<file path="config.mk">
export PLATFORM = sky130hd
export DESIGN_NAME = usf_top
export DESIGN_NICKNAME = d
export VERILOG_FILES = /design/src/hw/usf_pkg.sv /design/src/hw/usf_flag_if.sv /design/src/hw/usf_top.sv /design/src/hw/usf_rx_flags.sv /design/src/hw/usf_tx_flags.sv
export SDC_FILE = /design/constraint.sdc
export NUM_CORES = 1
export LEC_CHECK = 0
export BUFFER_PORTS_ARGS = -buffer_cell sky130_fd_sc_hd__buf_2
export CAP_MARGIN = 30
export CORE_MARGIN = 4
export CORE_UTILIZATION = 48
export DETAILED_ROUTE_END_ITERATION = 7
export GPL_TIMING_DRIVEN = 0
export PLACE_DENSITY = 0.76
export SLEW_MARGIN = 20
export SYNTH_ARGS = -nofsm -noshare
export SYNTH_HDL_FRONTEND = slang
export SYNTH_SLANG_ARGS = --single-unit
</file>
<file path="constraint.sdc">
create_clock -name aclk -period 2.6 [get_ports aclk]
set_input_delay 0.39 -clock aclk [delete_from_list [all_inputs] [get_ports aclk]]
set_output_delay 0.39 -clock aclk [all_outputs]
set_load 0.01 [all_outputs]
</file>
<file path="src/hw/usf_pkg.sv">
// shared constants of the serial status-flag block
package usf_pkg;
   localparam int ADDR_W = 8;
   localparam logic [7:0] OFF_RX_ERR = 8'h00;
   localparam logic [7:0] OFF_TX_STAT = 8'h04;
   localparam logic [7:0] OFF_MODE = 8'h08;
   localparam logic [7:0] OFF_TXB = 8'h0C;
   localparam logic [7:0] OFF_RXB = 8'h10;
   localparam int PE_BIT = 2;
   localparam int FE_BIT = 1;
   localparam int OV_BIT = 0;
   localparam int TXBF_BIT = 1;
   localparam int TXSF_BIT = 0;
   localparam int MODE_UNIT = 7;
   localparam int MODE_TX = 6;
   localparam int MODE_RX = 5;
   localparam int MODE_PS_HI = 4;
   localparam int MODE_PS_LO = 3;
   localparam logic [7:0] MODE_RST = 8'h01;
   localparam logic [2:0] ERR_RST = 3'h0;
   localparam logic [7:0] BUF_RST = 8'hFF;
   localparam logic [1:0] RESP_OKAY = 2'h0;
   localparam logic [1:0] RESP_SLVERR = 2'h2;
endpackage

</file>
<file path="src/hw/usf_flag_if.sv">
// signals between the register front end and the two flag units
`timescale 1ns/1ps
interface usf_flag_if;
   logic unit_en;
   logic rx_en;
   logic tx_en;
   logic [1:0] par_sel;
   logic frame_done;
   logic [7:0] frame_data;
   logic par_bit;
   logic stop_bit;
   logic status_rd;
   logic rxb_rd;
   logic [2:0] err_flags;
   logic [7:0] rxb;
   logic err_pulse;
   logic txb_wr;
   logic [7:0] txb_data;
   logic frame_end;
   logic hold_full;
   logic shift_busy;
   logic load;
   logic [7:0] load_data;
   modport ctl(output unit_en, rx_en, tx_en, par_sel, frame_done, frame_data, par_bit,
      stop_bit, status_rd, rxb_rd, txb_wr, txb_data, frame_end,
      input err_flags, rxb, err_pulse, hold_full, shift_busy, load, load_data);
   modport rx(input unit_en, rx_en, par_sel, frame_done, frame_data, par_bit, stop_bit,
      status_rd, rxb_rd, output err_flags, rxb, err_pulse);
   modport tx(input unit_en, tx_en, txb_wr, txb_data, frame_end,
      output hold_full, shift_busy, load, load_data);
endinterface

</file>
<file path="src/hw/usf_top.sv">
// serial status-flag block with its register front end
//
// Overview of operation
// - status read returns flags, then clears them
// - error status is three bits wide, resets zero
// - unit or receive disable zeroes error flags
// - parity mismatch at frame end sets flag
// - missing first stop bit sets framing flag
// - unread holding byte plus new frame: overrun
// - overrun drops new byte, keeps old one
// - transmit status two flags, read-only, resets zero
// - holding buffer write sets holding-full
// - move to shifter or disable clears holding-full
// - busy clears on reset, disable, idle end
// - waiting byte follows current frame without gap
// - busy sets when byte enters shifter
// - any receive error raises error interrupt
// - fixed-zero parity mode never flags parity
//
// Our own choices: the AXI4-Lite register port and the placing of the registers.
`timescale 1ns/1ps
module usf_top (
   // clock and reset
   input wire logic aclk,
   input wire logic aresetn,
   // axi4-lite write address
   input wire logic [usf_pkg::ADDR_W-1:0] s_axi_awaddr,
   input wire logic s_axi_awvalid,
   output logic s_axi_awready,
   // axi4-lite write data
   input wire logic [31:0] s_axi_wdata,
   input wire logic [3:0] s_axi_wstrb,
   input wire logic s_axi_wvalid,
   output logic s_axi_wready,
   // axi4-lite write response
   output logic [1:0] s_axi_bresp,
   output logic s_axi_bvalid,
   input wire logic s_axi_bready,
   // axi4-lite read address
   input wire logic [usf_pkg::ADDR_W-1:0] s_axi_araddr,
   input wire logic s_axi_arvalid,
   output logic s_axi_arready,
   // axi4-lite read data
   output logic [31:0] s_axi_rdata,
   output logic [1:0] s_axi_rresp,
   output logic s_axi_rvalid,
   input wire logic s_axi_rready,
   // receive shifter
   input wire logic rx_frame_done,
   input wire logic [7:0] rx_frame_data,
   input wire logic rx_parity_bit,
   input wire logic rx_stop_bit,
   // transmit shifter
   input wire logic tx_frame_end,
   output logic tx_load,
   output logic [7:0] tx_load_data,
   // mode and interrupt
   output logic [7:0] serial_mode,
   output logic rx_error_irq
);
   logic awready_reg;
   logic wready_reg;
   logic aw_full;
   logic w_full;
   logic [usf_pkg::ADDR_W-1:0] waddr_q;
   logic [31:0] wdata_q;
   logic [3:0] wstrb_q;
   logic bvalid_reg;
   logic [1:0] bresp_reg;
   logic arready_reg;
   logic rvalid_reg;
   logic [1:0] rresp_reg;
   logic [31:0] rdata_reg;
   logic [7:0] mode_reg;
   logic wr_exec;
   logic b_done;
   logic rd_acc;
   logic r_done;
   logic [1:0] wr_resp;
   logic [31:0] rd_word;
   logic [1:0] rd_resp;

   usf_flag_if fi ();

   usf_rx_flags u_rx (
      .aclk(aclk),
      .aresetn(aresetn),
      .fi(fi.rx)
   );

   usf_tx_flags u_tx (
      .aclk(aclk),
      .aresetn(aresetn),
      .fi(fi.tx)
   );

   // write byte lane 0 carries every register
   function automatic logic lane_ok(input logic [3:0] strb);
      return strb[0];
   endfunction

   assign wr_exec = aw_full & w_full & ~bvalid_reg;
   assign b_done = bvalid_reg & s_axi_bready;
   assign rd_acc = s_axi_arvalid & arready_reg;
   assign r_done = rvalid_reg & s_axi_rready;

   // mode, shifter and buffer-write signals toward the flag units
   assign fi.unit_en = mode_reg[usf_pkg::MODE_UNIT];
   assign fi.tx_en = mode_reg[usf_pkg::MODE_TX];
   assign fi.rx_en = mode_reg[usf_pkg::MODE_RX];
   assign fi.par_sel = {mode_reg[usf_pkg::MODE_PS_HI], mode_reg[usf_pkg::MODE_PS_LO]};
   assign fi.frame_done = rx_frame_done;
   assign fi.frame_data = rx_frame_data;
   assign fi.par_bit = rx_parity_bit;
   assign fi.stop_bit = rx_stop_bit;
   assign fi.frame_end = tx_frame_end;
   assign fi.txb_data = wdata_q[7:0];
   assign fi.txb_wr = wr_exec & (waddr_q == usf_pkg::OFF_TXB) & lane_ok(wstrb_q);
   // read side effects act in the cycle the address is taken
   assign fi.status_rd = rd_acc & (s_axi_araddr == usf_pkg::OFF_RX_ERR);
   assign fi.rxb_rd = rd_acc & (s_axi_araddr == usf_pkg::OFF_RXB);

   // outputs
   assign s_axi_awready = awready_reg;
   assign s_axi_wready = wready_reg;
   assign s_axi_bvalid = bvalid_reg;
   assign s_axi_bresp = bresp_reg;
   assign s_axi_arready = arready_reg;
   assign s_axi_rvalid = rvalid_reg;
   assign s_axi_rresp = rresp_reg;
   assign s_axi_rdata = rdata_reg;
   assign serial_mode = mode_reg;
   assign tx_load = fi.load;
   assign tx_load_data = fi.load_data;
   assign rx_error_irq = fi.err_pulse;

   // write address channel
   always_ff @(posedge aclk) begin
      if (!aresetn) begin
         awready_reg <= 1'b1;
         aw_full <= 1'b0;
         waddr_q <= '0;
      end else begin
         if (s_axi_awvalid && awready_reg) begin
            waddr_q <= s_axi_awaddr;
            aw_full <= 1'b1;
            awready_reg <= 1'b0;
         end
         if (wr_exec) begin
            aw_full <= 1'b0;
         end
         if (b_done) begin
            awready_reg <= 1'b1;
         end
      end
   end

   // write data channel
   always_ff @(posedge aclk) begin
      if (!aresetn) begin
         wready_reg <= 1'b1;
         w_full <= 1'b0;
         wdata_q <= 32'h0000_0000;
         wstrb_q <= 4'h0;
      end else begin
         if (s_axi_wvalid && wready_reg) begin
            wdata_q <= s_axi_wdata;
            wstrb_q <= s_axi_wstrb;
            w_full <= 1'b1;
            wready_reg <= 1'b0;
         end
         if (wr_exec) begin
            w_full <= 1'b0;
         end
         if (b_done) begin
            wready_reg <= 1'b1;
         end
      end
   end

   // only mode and transmit buffer take writes
   always_comb begin
      wr_resp = usf_pkg::RESP_SLVERR;
      if ((waddr_q == usf_pkg::OFF_MODE || waddr_q == usf_pkg::OFF_TXB) &&
          lane_ok(wstrb_q)) begin
         wr_resp = usf_pkg::RESP_OKAY;
      end
   end

   // write response channel
   always_ff @(posedge aclk) begin
      if (!aresetn) begin
         bvalid_reg <= 1'b0;
         bresp_reg <= usf_pkg::RESP_OKAY;
      end else if (wr_exec) begin
         bvalid_reg <= 1'b1;
         bresp_reg <= wr_resp;
      end else if (b_done) begin
         bvalid_reg <= 1'b0;
      end
   end

   // mode register
   always_ff @(posedge aclk) begin
      if (!aresetn) begin
         mode_reg <= usf_pkg::MODE_RST;
      end else if (wr_exec && waddr_q == usf_pkg::OFF_MODE && lane_ok(wstrb_q)) begin
         mode_reg <= wdata_q[7:0];
      end
   end

   // read decode, upper bits read as zero
   always_comb begin
      rd_word = 32'h0000_0000;
      rd_resp = usf_pkg::RESP_OKAY;
      case (s_axi_araddr)
         usf_pkg::OFF_RX_ERR: begin
            rd_word[2:0] = fi.err_flags;
         end
         usf_pkg::OFF_TX_STAT: begin
            rd_word[usf_pkg::TXBF_BIT] = fi.hold_full;
            rd_word[usf_pkg::TXSF_BIT] = fi.shift_busy;
         end
         usf_pkg::OFF_MODE: begin
            rd_word[7:0] = mode_reg;
         end
         usf_pkg::OFF_TXB: begin
            rd_word[7:0] = 8'h00;
         end
         usf_pkg::OFF_RXB: begin
            rd_word[7:0] = fi.rxb;
         end
         default: begin
            rd_resp = usf_pkg::RESP_SLVERR;
         end
      endcase
   end

   // read channels
   always_ff @(posedge aclk) begin
      if (!aresetn) begin
         arready_reg <= 1'b1;
         rvalid_reg <= 1'b0;
         rresp_reg <= usf_pkg::RESP_OKAY;
         rdata_reg <= 32'h0000_0000;
      end else if (rd_acc) begin
         arready_reg <= 1'b0;
         rvalid_reg <= 1'b1;
         rresp_reg <= rd_resp;
         rdata_reg <= rd_word;
      end else if (r_done) begin
         rvalid_reg <= 1'b0;
         arready_reg <= 1'b1;
      end
   end
endmodule // usf_top

</file>
<file path="src/hw/usf_rx_flags.sv">
// receive error flags and receive holding buffer
`timescale 1ns/1ps
module usf_rx_flags (
   // clock and reset
   input wire logic aclk,
   input wire logic aresetn,
   // front end
   usf_flag_if.rx fi
);
   logic en;
   logic done;
   logic unread;
   logic [2:0] hits;
   logic [2:0] err_reg;
   logic [7:0] rxb_reg;
   logic irq_reg;
   assign en = fi.unit_en & fi.rx_en;
   assign done = fi.frame_done & en;
   assign fi.err_flags = err_reg;
   assign fi.rxb = rxb_reg;
   assign fi.err_pulse = irq_reg;
   always_comb begin
      hits = '0;
      // fixed-zero and no-parity modes never
      hits[usf_pkg::PE_BIT] = fi.par_sel[1] &
         (fi.par_bit != ((^fi.frame_data) ^ ~fi.par_sel[0]));
      hits[usf_pkg::FE_BIT] = ~fi.stop_bit;
      hits[usf_pkg::OV_BIT] = unread & ~fi.rxb_rd;
   end
   // flags update at frame completion, a new error beats the read clear
   always_ff @(posedge aclk) begin
      if (!aresetn || !en) begin
         err_reg <= usf_pkg::ERR_RST;
      end else begin
         err_reg <= (err_reg & ~{3{fi.status_rd}}) | (hits & {3{done}});
      end
   end
   always_ff @(posedge aclk) begin
      if (!aresetn || !fi.unit_en) begin
         rxb_reg <= usf_pkg::BUF_RST;
         unread <= 1'b0;
      end else if (done && !hits[usf_pkg::OV_BIT]) begin
         rxb_reg <= fi.frame_data;
         unread <= 1'b1;
      end else if (fi.rxb_rd) begin
         unread <= 1'b0; // overrun keeps older byte
      end
   end
   always_ff @(posedge aclk) begin
      if (!aresetn) begin
         irq_reg <= 1'b0;
      end else begin
         irq_reg <= done & (|hits);
      end
   end
endmodule // usf_rx_flags

</file>
<file path="src/hw/usf_tx_flags.sv">
// transmit holding-full and shifter-busy flags
`timescale 1ns/1ps
module usf_tx_flags (
   // clock and reset
   input wire logic aclk,
   input wire logic aresetn,
   // front end
   usf_flag_if.tx fi
);
   logic en;
   logic move;
   logic full_reg;
   logic busy_reg;
   logic load_reg;
   logic [7:0] hold_reg;
   logic [7:0] load_data_reg;
   assign en = fi.unit_en & fi.tx_en;
   // waiting byte goes out right behind the current frame
   assign move = en & full_reg & (~busy_reg | fi.frame_end);
   assign fi.hold_full = full_reg;
   assign fi.shift_busy = busy_reg;
   assign fi.load = load_reg;
   assign fi.load_data = load_data_reg;
   always_ff @(posedge aclk) begin
      if (!aresetn || !en) begin
         full_reg <= 1'b0;
      end else if (fi.txb_wr) begin
         full_reg <= 1'b1;
      end else if (move) begin
         full_reg <= 1'b0;
      end
   end
   always_ff @(posedge aclk) begin
      if (!aresetn) begin
         hold_reg <= usf_pkg::BUF_RST;
      end else if (fi.txb_wr && en) begin
         hold_reg <= fi.txb_data;
      end
   end
   always_ff @(posedge aclk) begin
      if (!aresetn || !en) begin
         busy_reg <= 1'b0;
      end else if (move) begin
         busy_reg <= 1'b1;
      end else if (fi.frame_end) begin
         busy_reg <= 1'b0;
      end
   end
   always_ff @(posedge aclk) begin
      if (!aresetn) begin
         load_reg <= 1'b0;
         load_data_reg <= usf_pkg::BUF_RST;
      end else begin
         load_reg <= move;
         if (move) begin
            load_data_reg <= hold_reg;
         end
      end
   end
endmodule // usf_tx_flags

</file>
# --- Yosys cells after proc, flatten, opt, wreduce, memory -nomap -nowiden ---
# Cells that the tools add are included.
totals:
  elab_cells: 103
  in_bits: 71
  ff_bits: 76
classes:
  bitwise: 29
  muxes: 17
  reduce_logical: 27
  n_eq_ne: 7
op_table:
  columns: ["operator", "n"]
  rows:
  - ["8-bit by 4-bit equality test with 1-bit output, second input constant", 4]
  - ["1-bit bitwise AND", 17]
  - ["1-bit 2-to-1 mux", 12]
  - ["5-bit one-hot mux with 2 select lines", 1]
  - ["2-bit nonzero test", 5]
  - ["8-bit by 3-bit equality test with 1-bit output, second input constant", 1]
  - ["8-bit by 5-bit equality test with 1-bit output, second input constant", 1]
  - ["8-bit zero test", 1]
  - ["2-bit one-hot mux with 4 select lines", 1]
  - ["8-bit parity", 1]
  - ["1-bit logical AND", 7]
  - ["3-bit bitwise AND", 2]
  - ["1-bit NOT", 6]
  - ["1-bit zero test", 5]
  - ["5-bit OR reduction", 1]
  - ["1-bit logical OR", 4]
  - ["2-bit 2-to-1 mux", 2]
  - ["2-bit OR reduction", 2]
  - ["3-bit NOT", 1]
  - ["3-bit OR", 1]
  - ["1-bit one-hot mux with 3 select lines", 1]
  - ["3-bit OR reduction", 1]
  - ["1-bit != test", 1]
  - ["1-bit OR", 1]
  - ["1-bit XOR", 1]

# --- Longest topological paths before layout ---
# Gate-level depths: netlist (run 1).
logic_depth:
  depth_word: 7
  depth_mapped: 6

# --- By module ---
# Synthesis (run 1) repeated with hierarchy kept, for this count alone.
hier_totals:
  hier_cells: 385
  area_unflattened_um2: 3260.6
modules_own_cells:
  columns: ["mod", "area_per_inst_um2", "cells_each", "seq_area_each_um2", "n_inst"]
  rows:
  - ["usf_top", 1991.9, 233, 840.8, 1]
  - ["usf_tx_flags", 714.4, 85, 380.4, 1]
  - ["usf_rx_flags", 554.3, 67, 260.2, 1]

# --- Least setup slack after synthesis (run 1) ---
# No wires, ideal clock.
synth_path:
  path_type: "input port to flip-flop"
  start: "input port s_axi_araddr[2] (netlist bit)"
  end: "register u_rx.rxb_reg[0] (netlist: u_rx.fi.rxb[0])"
  slack_ps: 621
  arrival_ps: 1850
  stages: 6
  n_path_buf: 1
  required_ps: 2471
  setup_ps: 129
  path_cell_list: "buf_2 > or4_4 > o41ai_4 > nand2_4 > mux2i_1 > nand2_1"
synth_between:
  elab_chain_cells: 6
synth_rtl:
  columns: ["element", "line", "source"]
  rows:
  - ["start: declaration", "usf_top.sv:40", "input wire logic [usf_pkg::ADDR_W-1:0] s_axi_araddr,"]
  - ["8-bit by 5-bit equality test with 1-bit output", "usf_top.sv:121", "assign fi.rxb_rd = rd_acc & (s_axi_araddr == usf_pkg::OFF_RXB);"]
  - ["1-bit bitwise AND", "usf_top.sv:121", null]
  - ["1-bit NOT", "usf_rx_flags.sv:28", "hits[usf_pkg::OV_BIT] = unread & ~fi.rxb_rd;"]
  - ["1-bit bitwise AND", "usf_rx_flags.sv:28", null]
  - ["1-bit zero test", "usf_rx_flags.sv:42", "end else if (done && !hits[usf_pkg::OV_BIT]) begin"]
  - ["1-bit logical AND", "usf_rx_flags.sv:42", null]
  - ["end signal: assignment", "usf_rx_flags.sv:40", "rxb_reg <= usf_pkg::BUF_RST;"]
  - ["end signal: assignment", "usf_rx_flags.sv:43", "rxb_reg <= fi.frame_data;"]
  - ["end: declaration", "usf_rx_flags.sv:15", "logic [7:0] rxb_reg;"]
# Every way passes these cells.
# A chain may end at the register's enable or synchronous reset.

# --- Final worst setup path (run 1) ---
layout_path:
  start: "register waddr_q[6] (netlist bit)"
  end: "register mode_reg[2] (netlist: serial_mode[2])"
layout_between:
  elab_chain_cells: 3
layout_rtl:
  columns: ["element", "line", "source"]
  rows:
  - ["start: declaration", "usf_top.sv:65", "logic [usf_pkg::ADDR_W-1:0] waddr_q;"]
  - ["start signal: assignment", "usf_top.sv:145", "waddr_q <= s_axi_awaddr;"]
  - ["8-bit by 4-bit equality test with 1-bit output", "usf_top.sv:207", "end else if (wr_exec && waddr_q == usf_pkg::OFF_MODE && lane_ok(wstrb_q)) begin"]
  - ["1-bit logical AND (2 in series)", "usf_top.sv:207", null]
  - ["end signal: assignment", "usf_top.sv:206", "mode_reg <= usf_pkg::MODE_RST;"]
  - ["end signal: assignment", "usf_top.sv:208", "mode_reg <= wdata_q[7:0];"]
  - ["end: declaration", "usf_top.sv:74", "logic [7:0] mode_reg;"]
# Every way passes these cells.

==> run_results.csv, run 1 <==
group,metric,value,unit
floorplanning,die-area,8220,µm²
synthesis,syn_area,3280,µm²
routing,routedWlPerCell,13.6,µm
critical_path,path_class,"flop to flop",
power,max-vdd-ir-drop,0.309,mV
timing,hold_ws,0.246,ns
timing,max_freq,0.480,GHz
timing,period_needed,2.08,ns
clock_tree,cts.repair.resized,0,
global_routing,grt_util_all_layers,0.184,
clock_tree,cts_root_buf,"clkbuf_8",
clock_tree,cts_tree,"built",
synthesis,synth_top_area_cell,"dfxtp_1",
synthesis,ys_ff_latch,74,
critical_path,worstPathRequired,2.83,ns
floorplanning,die_x,90.7,µm
layout,syn2layout_area_growth,23.8,%
power,p_leak,1.89,nW
critical_path,regToRegStartpoint,"waddr_q[6]",
layout,drive_gt1_frac,0.278,
floorplanning,die_h,90.7,µm
hold_path,hp-class,"input port to flop",
synthesis,synth.distinct_cells,43,
timing,tightestPinTransition,0.749,ns
hold_path,whs_path_depth,2,
critical_path,rr_worst_depth,4,
clock_tree,cts_buffer_depth,2,
hold_path,min_from,"s_axi_wvalid",
floorplanning,start_util,0.505,
clock_tree,cts_made_buffers,9,
global_routing,grt_pass1_vias,2637,
timing,hold_viol,0,
placed_design,dp_hpwl,5640,µm
layout,n_antenna_cell,0,
critical_path,rrSetupSlack,0.52,ns
routing,vias,2702,
routing,drtIter0Drc,111,
routing,firstDrtPassIters,4,
power,power.density,592,nW/µm²
timing,drv_slew,0,
clock_tree,htree_levels,3,
synthesis,yosysMostFrequentCell,"nand2_1",
clock_tree,cts_hold_buf,0,
layout,multi_input_area,1580,µm²
layout,fin_nets,539,
run_status,status,"completed",
routing,ant_nets,0,
timing,skew,0.00867,ns
synthesis,yosys_warnings,0,
critical_path,r2r_end,"serial_mode[2]",
placed_design,io_buffers,73,
routing,via_per_inst,4.92,
timing,setup_viol,0,
critical_path,startpoint_type,"flop",
floorplanning,rows,29,
synthesis,synth_common_cells,"nand2_1, dfxtp_1, buf_4",
layout,seq_area,1480,µm²
synthesis,synth_seq_area_share,0.452,
routing,drc,0,
floorplanning,io_pins,130,
critical_path,critPathArrivalTime,2.32,ns
hold_path,hold_end,"s_axi_wready",
synthesis,synthCells,359,
critical_path,crit_path_end_kind,"flop",
global_routing,grt_max_degree,13,
synthesis,synthArstFlopShare,0,
timing,period_share,0.801,
routing,totalWireLength,7490,µm
synthesis,synth-main-ff-cell,"dfxtp_1",
timing,tns,0,ns
synthesis,avgSynthCellArea,9.14,µm²
critical_path,crit_fanout,8,
placed_design,post-place-ws,0.399,ns
timing,worst_slack,0.517,ns
timing,slew-limit-headroom,0.497,
timing,rsz0062_at_grt,"no",
run,drv_cap,0,
layout,fillers,553,
synthesis,synth_top_area_share,0.452,
placed_design,globalplace.congestion,0.821,
global_routing,overflow,0,
global_routing,grt_pass1_wl,12200,µm
clock_tree,clk_pin_slew_worst_paths,0.07,ns
clock_tree,clkSinkCount,74,
global_routing,antenna_found_initial,0,
synthesis,yosys-top-cells-area,"dfxtp_1, nand2_1, mux2i_1",
clock_tree,post_cts_buffers,0,
clock_tree,clock_latency,0.35,ns
floorplanning,core_area,6490,µm²
synthesis,synth-edff-count,0,
[routing by layer]
metal / wire length [µm] / share of wire / track usage
met5: 0 / 0 / 0
met4: 162 / 0.022 / 0.0855
met3: 465 / 0.062 / 0.0508
met2: 3640 / 0.49 / 0.312
met1: 3220 / 0.43 / 0.214
[logic make-up (layout without fill, tap and decap cells)]
kind of cell           count (synthesis)  in the layout  synth area share
AND/OR/NAND/NOR                      143            143             0.221
flip-flops                            74             74             0.452
AO/OA/AOI/OAI                         56             56             0.124
buffers and inverters                 50            138            0.0950
multiplexers                          27             27            0.0824
XOR/XNOR                               8              8            0.0256
other                                  1             26           0.00114
[worst max path at each step]
stage                          startpoint          endpoint  slack [ns]  cells after the start
after detailed placement  s_axi_araddr[2]    u_rx.fi.rxb[0]        0.40                      6
after floorplan           s_axi_araddr[2]    u_rx.fi.rxb[0]        0.62                      6
final                          waddr_q[6]    serial_mode[2]        0.52                      4
after CTS                      waddr_q[6]    serial_mode[2]        0.48                      4
after global placement    s_axi_araddr[2]    u_rx.fi.rxb[5]        0.50                      6
after global routing           waddr_q[6]  u_tx.hold_reg[6]        0.42                      5
[critical path: stages (launching register included)]
cell     delay, ns
dfxtp_1       0.31
or4b_4        0.57
nor4_4        0.70
mux2i_1       0.30
nor2b_1       0.09
[where the power goes]
| part | leakage (nW) | switching, mW | internal (mW) |
|---|---|---|---|
| sequential | 0.602 | 0.0199 | 1.16 |
| combinational | 1.18 | 0.118 | 0.108 |
| clock | 0.108 | 0.413 | 0.587 |
[cell type report]
| type | count | share of cell area |
|---|---|---|
| timing repair buffer | 73 | 0.0899 |
| buffer | 45 | 0.0721 |
| inverter | 5 | 0.00462 |
| clock buffer | 11 | 0.0373 |
| sequential | 74 | 0.365 |
| clock inverter | 4 | 0.0185 |
| multi-input combinational | 260 | 0.389 |
| tap | 77 | 0.0237 |
[layout by cell type, fill, tap and decap left out, drive strengths merged, types with 2 or more instances in the layout]
cell	instances
buf	103
conb	26
clkinvlp	2
nand2b	4
nand4	2
xnor2	6
a22oi	8
and3	3
dfxtp	74
clkbuf	26
a21boi	26
nor2	14
a31oi	2
and2	4
o21ai	7
bufinv	2
a21oi	7
nand2	76
nor4	2
or4b	2
or4	2
mux2i	27
nand3b	2
nor2b	10
inv	5
o22ai	2
nand3	19
[through the flow]
stage / cells / power, mW / cell area, µm² / util
after floorplan: 384 / 1.36 / 3370 / -
after global placement: 534 / 1.42 / 3840 / 0.591
after detailed placement: 534 / 1.43 / 3840 / 0.591
after CTS: 549 / 2.41 / 4060 / 0.626
after global routing: 549 / 2.50 / 4060 / 0.626
final: 549 / 2.40 / 4060 / 0.626
Note: power is estimated with default switching activity, not from simulation.
==> run 2, diff against run 1 <==
--- a/config.mk
+++ b/config.mk
@@ -8,10 +8,10 @@
 export BUFFER_PORTS_ARGS = -buffer_cell sky130_fd_sc_hd__buf_2
 export CAP_MARGIN = 30
 export CORE_MARGIN = 4
-export CORE_UTILIZATION = 48
+export CORE_UTILIZATION = 44
 export DETAILED_ROUTE_END_ITERATION = 7
 export GPL_TIMING_DRIVEN = 0
-export PLACE_DENSITY = 0.76
+export PLACE_DENSITY = 0.73
 export SLEW_MARGIN = 20
 export SYNTH_ARGS = -nofsm -noshare
 export SYNTH_HDL_FRONTEND = slang
==> constraint.sdc (replaced) <==
create_clock -name aclk -period 1.7 [get_ports aclk]
set_input_delay 0.255 -clock aclk [delete_from_list [all_inputs] [get_ports aclk]]
set_output_delay 0.255 -clock aclk [all_outputs]
set_load 0.01 [all_outputs]
==> run 2 against run 1 <==
  * The run now ends with negative setup slack left
  * Flip-flop and latch count did not move
  * Final cell count rose by 4.7%
  * Sequential power rose by 53%
  * Highest routed layer unchanged
  * Power rose by 49%
  * Critical path depth rose by 1
==> run_results.csv, run 2 (synthesized netlist as in run 1, its figures left out) <==
group,metric,value,unit
critical_path,critPathMaxStageDelay,0.58,ns
layout,fillers,671,
critical_path,path_buf_inv,0,
global_routing,grt_util_all_layers,0.169,
routing,drc,0,
routing,drtIter0Drc,99,
floorplanning,io_pins,130,
timing,tightestPinTransition,0.612,ns
global_routing,grt_pass1_wl,11700,µm
routing,vias,2670,
floorplanning,die_x,94.4,µm
global_routing,grt_pass1_vias,2482,
placed_design,place_inst,556,
timing,worst_slack,-0.138,ns
floorplanning,core_area,7250,µm²
power,power.density,867,nW/µm²
run_status,violations,"negative setup slack",
timing,tns,-1.24,ns
run_status,status,"complete, but fails checks",
run,drv_cap,0,
floorplanning,die_h,94.4,µm
global_routing,grt_max_degree,13,
routing,ant_nets,0,
power,max-vdd-ir-drop,0.486,mV
critical_path,crit_fanout,8,
placed_design,io_buffers,73,
layout,final_util,0.569,
routing,totalWireLength,7300,µm
critical_path,crit_path_end_kind,"flop",
critical_path,worstPathRequired,1.91,ns
layout,final_area,4130,µm²
layout,mostFrequentLayoutCell,"nand2_1",
global_routing,antenna_found_initial,0,
placed_design,globalplace.congestion,0.818,
routing,firstDrtPassIters,4,
layout,fin_nets,543,
layout,syn2layout_area_growth,25.9,%
clock_tree,htree_levels,3,
timing,skew,0.0112,ns
power,p_leak,1.93,nW
global_routing,overflow,0,
clock_tree,clock_latency,0.34,ns
clock_tree,clkSinkCount,74,
timing,drv_slew,0,
power,p_total,3.58,mW
routing,routedWlPerCell,12.7,µm
placed_design,post-place-ws,-0.286,ns
clock_tree,cts_tree,"built",
floorplanning,start_util,0.452,
critical_path,critPathArrivalTime,2.05,ns
critical_path,cp_top_family,"simple AND/OR/NAND/NOR gates",
clock_tree,cts_root_buf,"clkbuf_8",
routing,via_per_inst,4.64,
floorplanning,die-area,8900,µm²
timing,hold_viol,0,
timing,period_needed,1.84,ns
floorplanning,rows,31,
layout,most-common-layout-cells,"nand2_1, buf_2, dfxtp_1",
critical_path,path_cells,"or4b_4 > nor3_4 > nand4_4 > mux2i_1 > nand2_1",
layout,final-instance-count-excl-fill,575,
critical_path,startpoint_type,"flop",
timing,period_share,1.08,
hold_path,hp-class,"input port to flop",
clock_tree,cts_made_buffers,9,
timing,slew-limit-headroom,0.589,
clock_tree,cts_buffer_depth,2,
timing,hold_ws,0.123,ns
timing,setup_viol,16,
placed_design,dpl_cell_area,3870,µm²
critical_path,path_class,"flop to flop",
timing,max_freq,0.544,GHz
critical_path,worst_path_max_delay_cell,"or4b_4",
layout,n_antenna_cell,0,
placed_design,dp_hpwl,5660,µm
layout,drive_gt1_frac,0.284,
timing,rsz0062_at_grt,"yes",
clock_tree,clk_pin_slew_worst_paths,0.07,ns
-- run 2: changes by cell type in the layout (fill, tap and decap cells not counted), sizes merged --
cell and change:
buf +4, clkbuf -1, clkinv +1
-- run 2: final timing paths --
check / cells past startpoint / end / slack (ns) / startpoint
worst max register to register: 5 / u_tx.hold_reg[4] / -0.14 / waddr_q[5]
worst max-delay path: 5 / u_tx.hold_reg[4] / -0.14 / waddr_q[5]
worst min register to register: 2 / s_axi_rdata[3] / 0.45 / s_axi_rdata[3]
worst min-delay path: 2 / u_rx.fi.err_pulse / 0.12 / rx_stop_bit
-- run 2: cell type report --
type | instances | area [µm²] | share of cell area
Multi-Input combinational cell | 260 | 1600 | 0.387
Sequential cell | 74 | 1480 | 0.359
Timing Repair Buffer | 77 | 408 | 0.0988
Buffer | 45 | 294 | 0.0712
Clock buffer | 10 | 128 | 0.0309
Tap cell | 99 | 124 | 0.0300
Clock inverter | 5 | 80.1 | 0.0194
Inverter | 5 | 18.8 | 0.00454
-- run 2: what timing repair did --
item / in CTS / in global routing
buffers inserted: 1 / 3
endpoints found under the setup margin: 16 / 29
pin swaps: 2 / 4
hold endpoints to repair: 0 / 0
hold buffers: 0 / 0
gates resized for setup: 1 / 2
-- run 2: metal layers --
metal / track usage / wire (µm) / vias to the layer above
met5: 0 / 0 / -
met1: 0.213 / 3180 / 1187
met4: 0.0782 / 144 / 0
li1: - / - / 1388
met2: 0.268 / 3380 / 80
met3: 0.0470 / 593 / 15
-- run 2: worst register-to-register path, stage by stage, from the launching register on --
cell and delay (ns):
dfxtp_1 0.32, or4b_4 0.58, nor3_4 0.30, nand4_4 0.25
mux2i_1 0.22, nand2_1 0.06
-- run 2: report_power, final --
part	total (mW)	internal, mW	switching (mW)	leakage (nW)
registers	1.81	1.77	0.0332	0.602
logic	0.341	0.166	0.176	1.23
clock network	1.43	0.816	0.616	0.0984
total	3.58	2.75	0.825	1.93
==> run 3, diff against run 2 <==
--- a/config.mk
+++ b/config.mk
@@ -12,7 +12,7 @@
 export DETAILED_ROUTE_END_ITERATION = 7
 export GPL_TIMING_DRIVEN = 0
 export PLACE_DENSITY = 0.73
-export SLEW_MARGIN = 20
+export SLEW_MARGIN = 15
 export SYNTH_ARGS = -nofsm -noshare
 export SYNTH_HDL_FRONTEND = slang
 export SYNTH_SLANG_ARGS = --single-unit
==> constraint.sdc (replaced) <==
create_clock -name aclk -period 1.68 [get_ports aclk]
set_input_delay 0.252 -clock aclk [delete_from_list [all_inputs] [get_ports aclk]]
set_output_delay 0.252 -clock aclk [all_outputs]
set_load 0.01 [all_outputs]
==> run 3 against run 2 <==
  * First-iteration DRC count shrank 4.0%
  * Combinational power rose by 3%
  * Sequential power about the same
  * Die area is the same
  * The run still ends with negative setup slack left
  * Highest routed layer unchanged
  * Critical path depth unchanged
  * Largest power group unchanged
==> run_results.csv, run 3 (synthesized netlist as in run 1, its figures left out) <==
group,metric,value,unit
power,power_switching,846,µW
floorplanning,start_util,0.452,
placed_design,globalplace.congestion,0.819,
floorplanning,io_pins,130,
layout,n_antenna_cell,0,
placed_design,io_buffers,73,
floorplanning,rows,31,
timing,slew-limit-headroom,0.587,
timing,max_freq,0.540,GHz
critical_path,crit_path_end_kind,"flop",
timing,rsz0062_at_grt,"yes",
clock_tree,clock_latency,0.35,ns
routing,vias,2686,
run,drv_cap,0,
clock_tree,clk_pin_slew_worst_paths,0.07,ns
layout,most-common-layout-cells,"nand2_1, buf_2, dfxtp_1",
power,comb_power_share,0.099,
clock_tree,cts_buffer_depth,2,
clock_tree,htree_levels,3,
layout,final_util,0.572,
routing,drc,0,
critical_path,worst_path_max_delay_cell,"or4b_4",
power,internal-power,2.68,mW
global_routing,grt_max_degree,13,
power,sw_frac_of_total,0.240,
clock_tree,cts_hold_buf,0,
critical_path,path_class,"flop to flop",
timing,period_needed,1.85,ns
critical_path,worstPathRequired,1.90,ns
global_routing,grt_util_all_layers,0.170,
timing,period_share,1.10,
timing,tightestPinTransition,0.617,ns
routing,via_per_inst,4.65,
timing,setup_viol,16,
run_status,violations,"negative setup slack",
power,power.density,852,nW/µm²
global_routing,grt_pass1_vias,2530,
layout,fin_nets,545,
layout,drive_gt1_frac,0.294,
placed_design,dp_hpwl,5680,µm
power,max-vdd-ir-drop,0.513,mV
critical_path,startpoint_type,"flop",
global_routing,antenna_found_initial,0,
global_routing,overflow,0,
timing,skew,0.00738,ns
floorplanning,die_h,94.4,µm
clock_tree,cts_made_buffers,9,
clock_tree,clkSinkCount,74,
routing,totalWireLength,7410,µm
critical_path,critPathArrivalTime,2.07,ns
routing,routedWlPerCell,12.8,µm
floorplanning,core_area,7250,µm²
power,power.share.clock,0.383,
layout,syn2layout_area_growth,26.4,%
global_routing,grt_pass1_wl,11700,µm
critical_path,path_cells,"or4b_4 > nor3_4 > nand4_4 > mux2i_1 > nand2_1",
routing,drtIter0Drc,95,
power,p_total,3.53,mW
timing,drv_slew,0,
floorplanning,die-area,8900,µm²
critical_path,crit_fanout,8,
clock_tree,cts_root_buf,"clkbuf_8",
routing,ant_nets,0,
hold_path,hp-class,"input port to flop",
critical_path,critPathMaxStageDelay,0.57,ns
run_status,status,"complete, but fails checks",
power,seq_power_share,0.517,
floorplanning,die_x,94.4,µm
timing,hold_viol,0,
clock_tree,cts_tree,"built",
routing,firstDrtPassIters,6,
timing,worst_slack,-0.173,ns
power,p_leak,1.95,nW
run 3: area by class of cell:
class                           count  area (µm²)
Multi-Input combinational cell    260        1610
Clock buffer                       11         141
Fill cell                         659        3110
Buffer                             45         294
Sequential cell                    74        1480
Clock inverter                      5        53.8
Tap cell                           99         124
Timing Repair Buffer               79         423
Inverter                            5        18.8
run 3: final timing paths:
path	depth (start not counted)	endpoint	from	slack, ns
worst max-delay path	5	u_tx.hold_reg[4]	waddr_q[6]	-0.17
worst min-delay path	2	s_axi_wready	s_axi_wvalid	0.11
worst max register to register	5	u_tx.hold_reg[4]	waddr_q[6]	-0.17
worst min register to register	2	s_axi_rdata[3]	s_axi_rdata[3]	0.46
run 3: routing by layer:
| metal | up-vias | part of all wire | GRT usage | wire, µm |
|---|---|---|---|---|
| met5 | - | 0 | 0 | 0 |
| met4 | 0 | 0.018 | 0.0662 | 135 |
| met3 | 15 | 0.082 | 0.0598 | 607 |
| met2 | 80 | 0.46 | 0.273 | 3390 |
| met1 | 1198 | 0.44 | 0.209 | 3280 |
| li1 | 1393 | - | - | - |
run 3: power by group through the flow:
stage / sequential [mW] / clock (mW) / combinational [mW]
finish: 1.83 / 1.35 / 0.351
global route: 1.83 / 1.46 / 0.391
CTS: 1.83 / 1.38 / 0.350
detailed placement: 1.87 / 0 / 0.345
global placement: 1.86 / 0 / 0.337
floorplan: 1.86 / 0 / 0.235
run 3: worst max-delay path: cells and delay by family, from the launching register on:
| family | cells | cell delay (ns) |
|---|---|---|
| DFF | 1 | 0.32 |
| muxes | 1 | 0.26 |
| and+or+nand+nor | 4 | 1.14 |
run 3: stage by stage:
step | setup WS [ns] | TNS (ns) | cell area [µm²] | cells | hold slack [ns]
after floorplan | -0.138 | -1.47 | 3380 | 384 | 0.352
after global placement | -0.275 | -5.62 | 3870 | 556 | 0.439
after detailed placement | -0.324 | -6.93 | 3870 | 556 | 0.447
after CTS | -0.181 | -2.01 | 4110 | 575 | 0.103
after global routing | -0.242 | -3.35 | 4150 | 578 | 0.106
final | -0.173 | -1.95 | 4150 | 578 | 0.114
run 3: what timing repair did:
action | 4_1_cts | 5_1_grt
resized for setup | 1 | 7
pin swaps | 4 | 2
setup endpoints to repair | 16 | 29
buffers inserted | 3 | 3
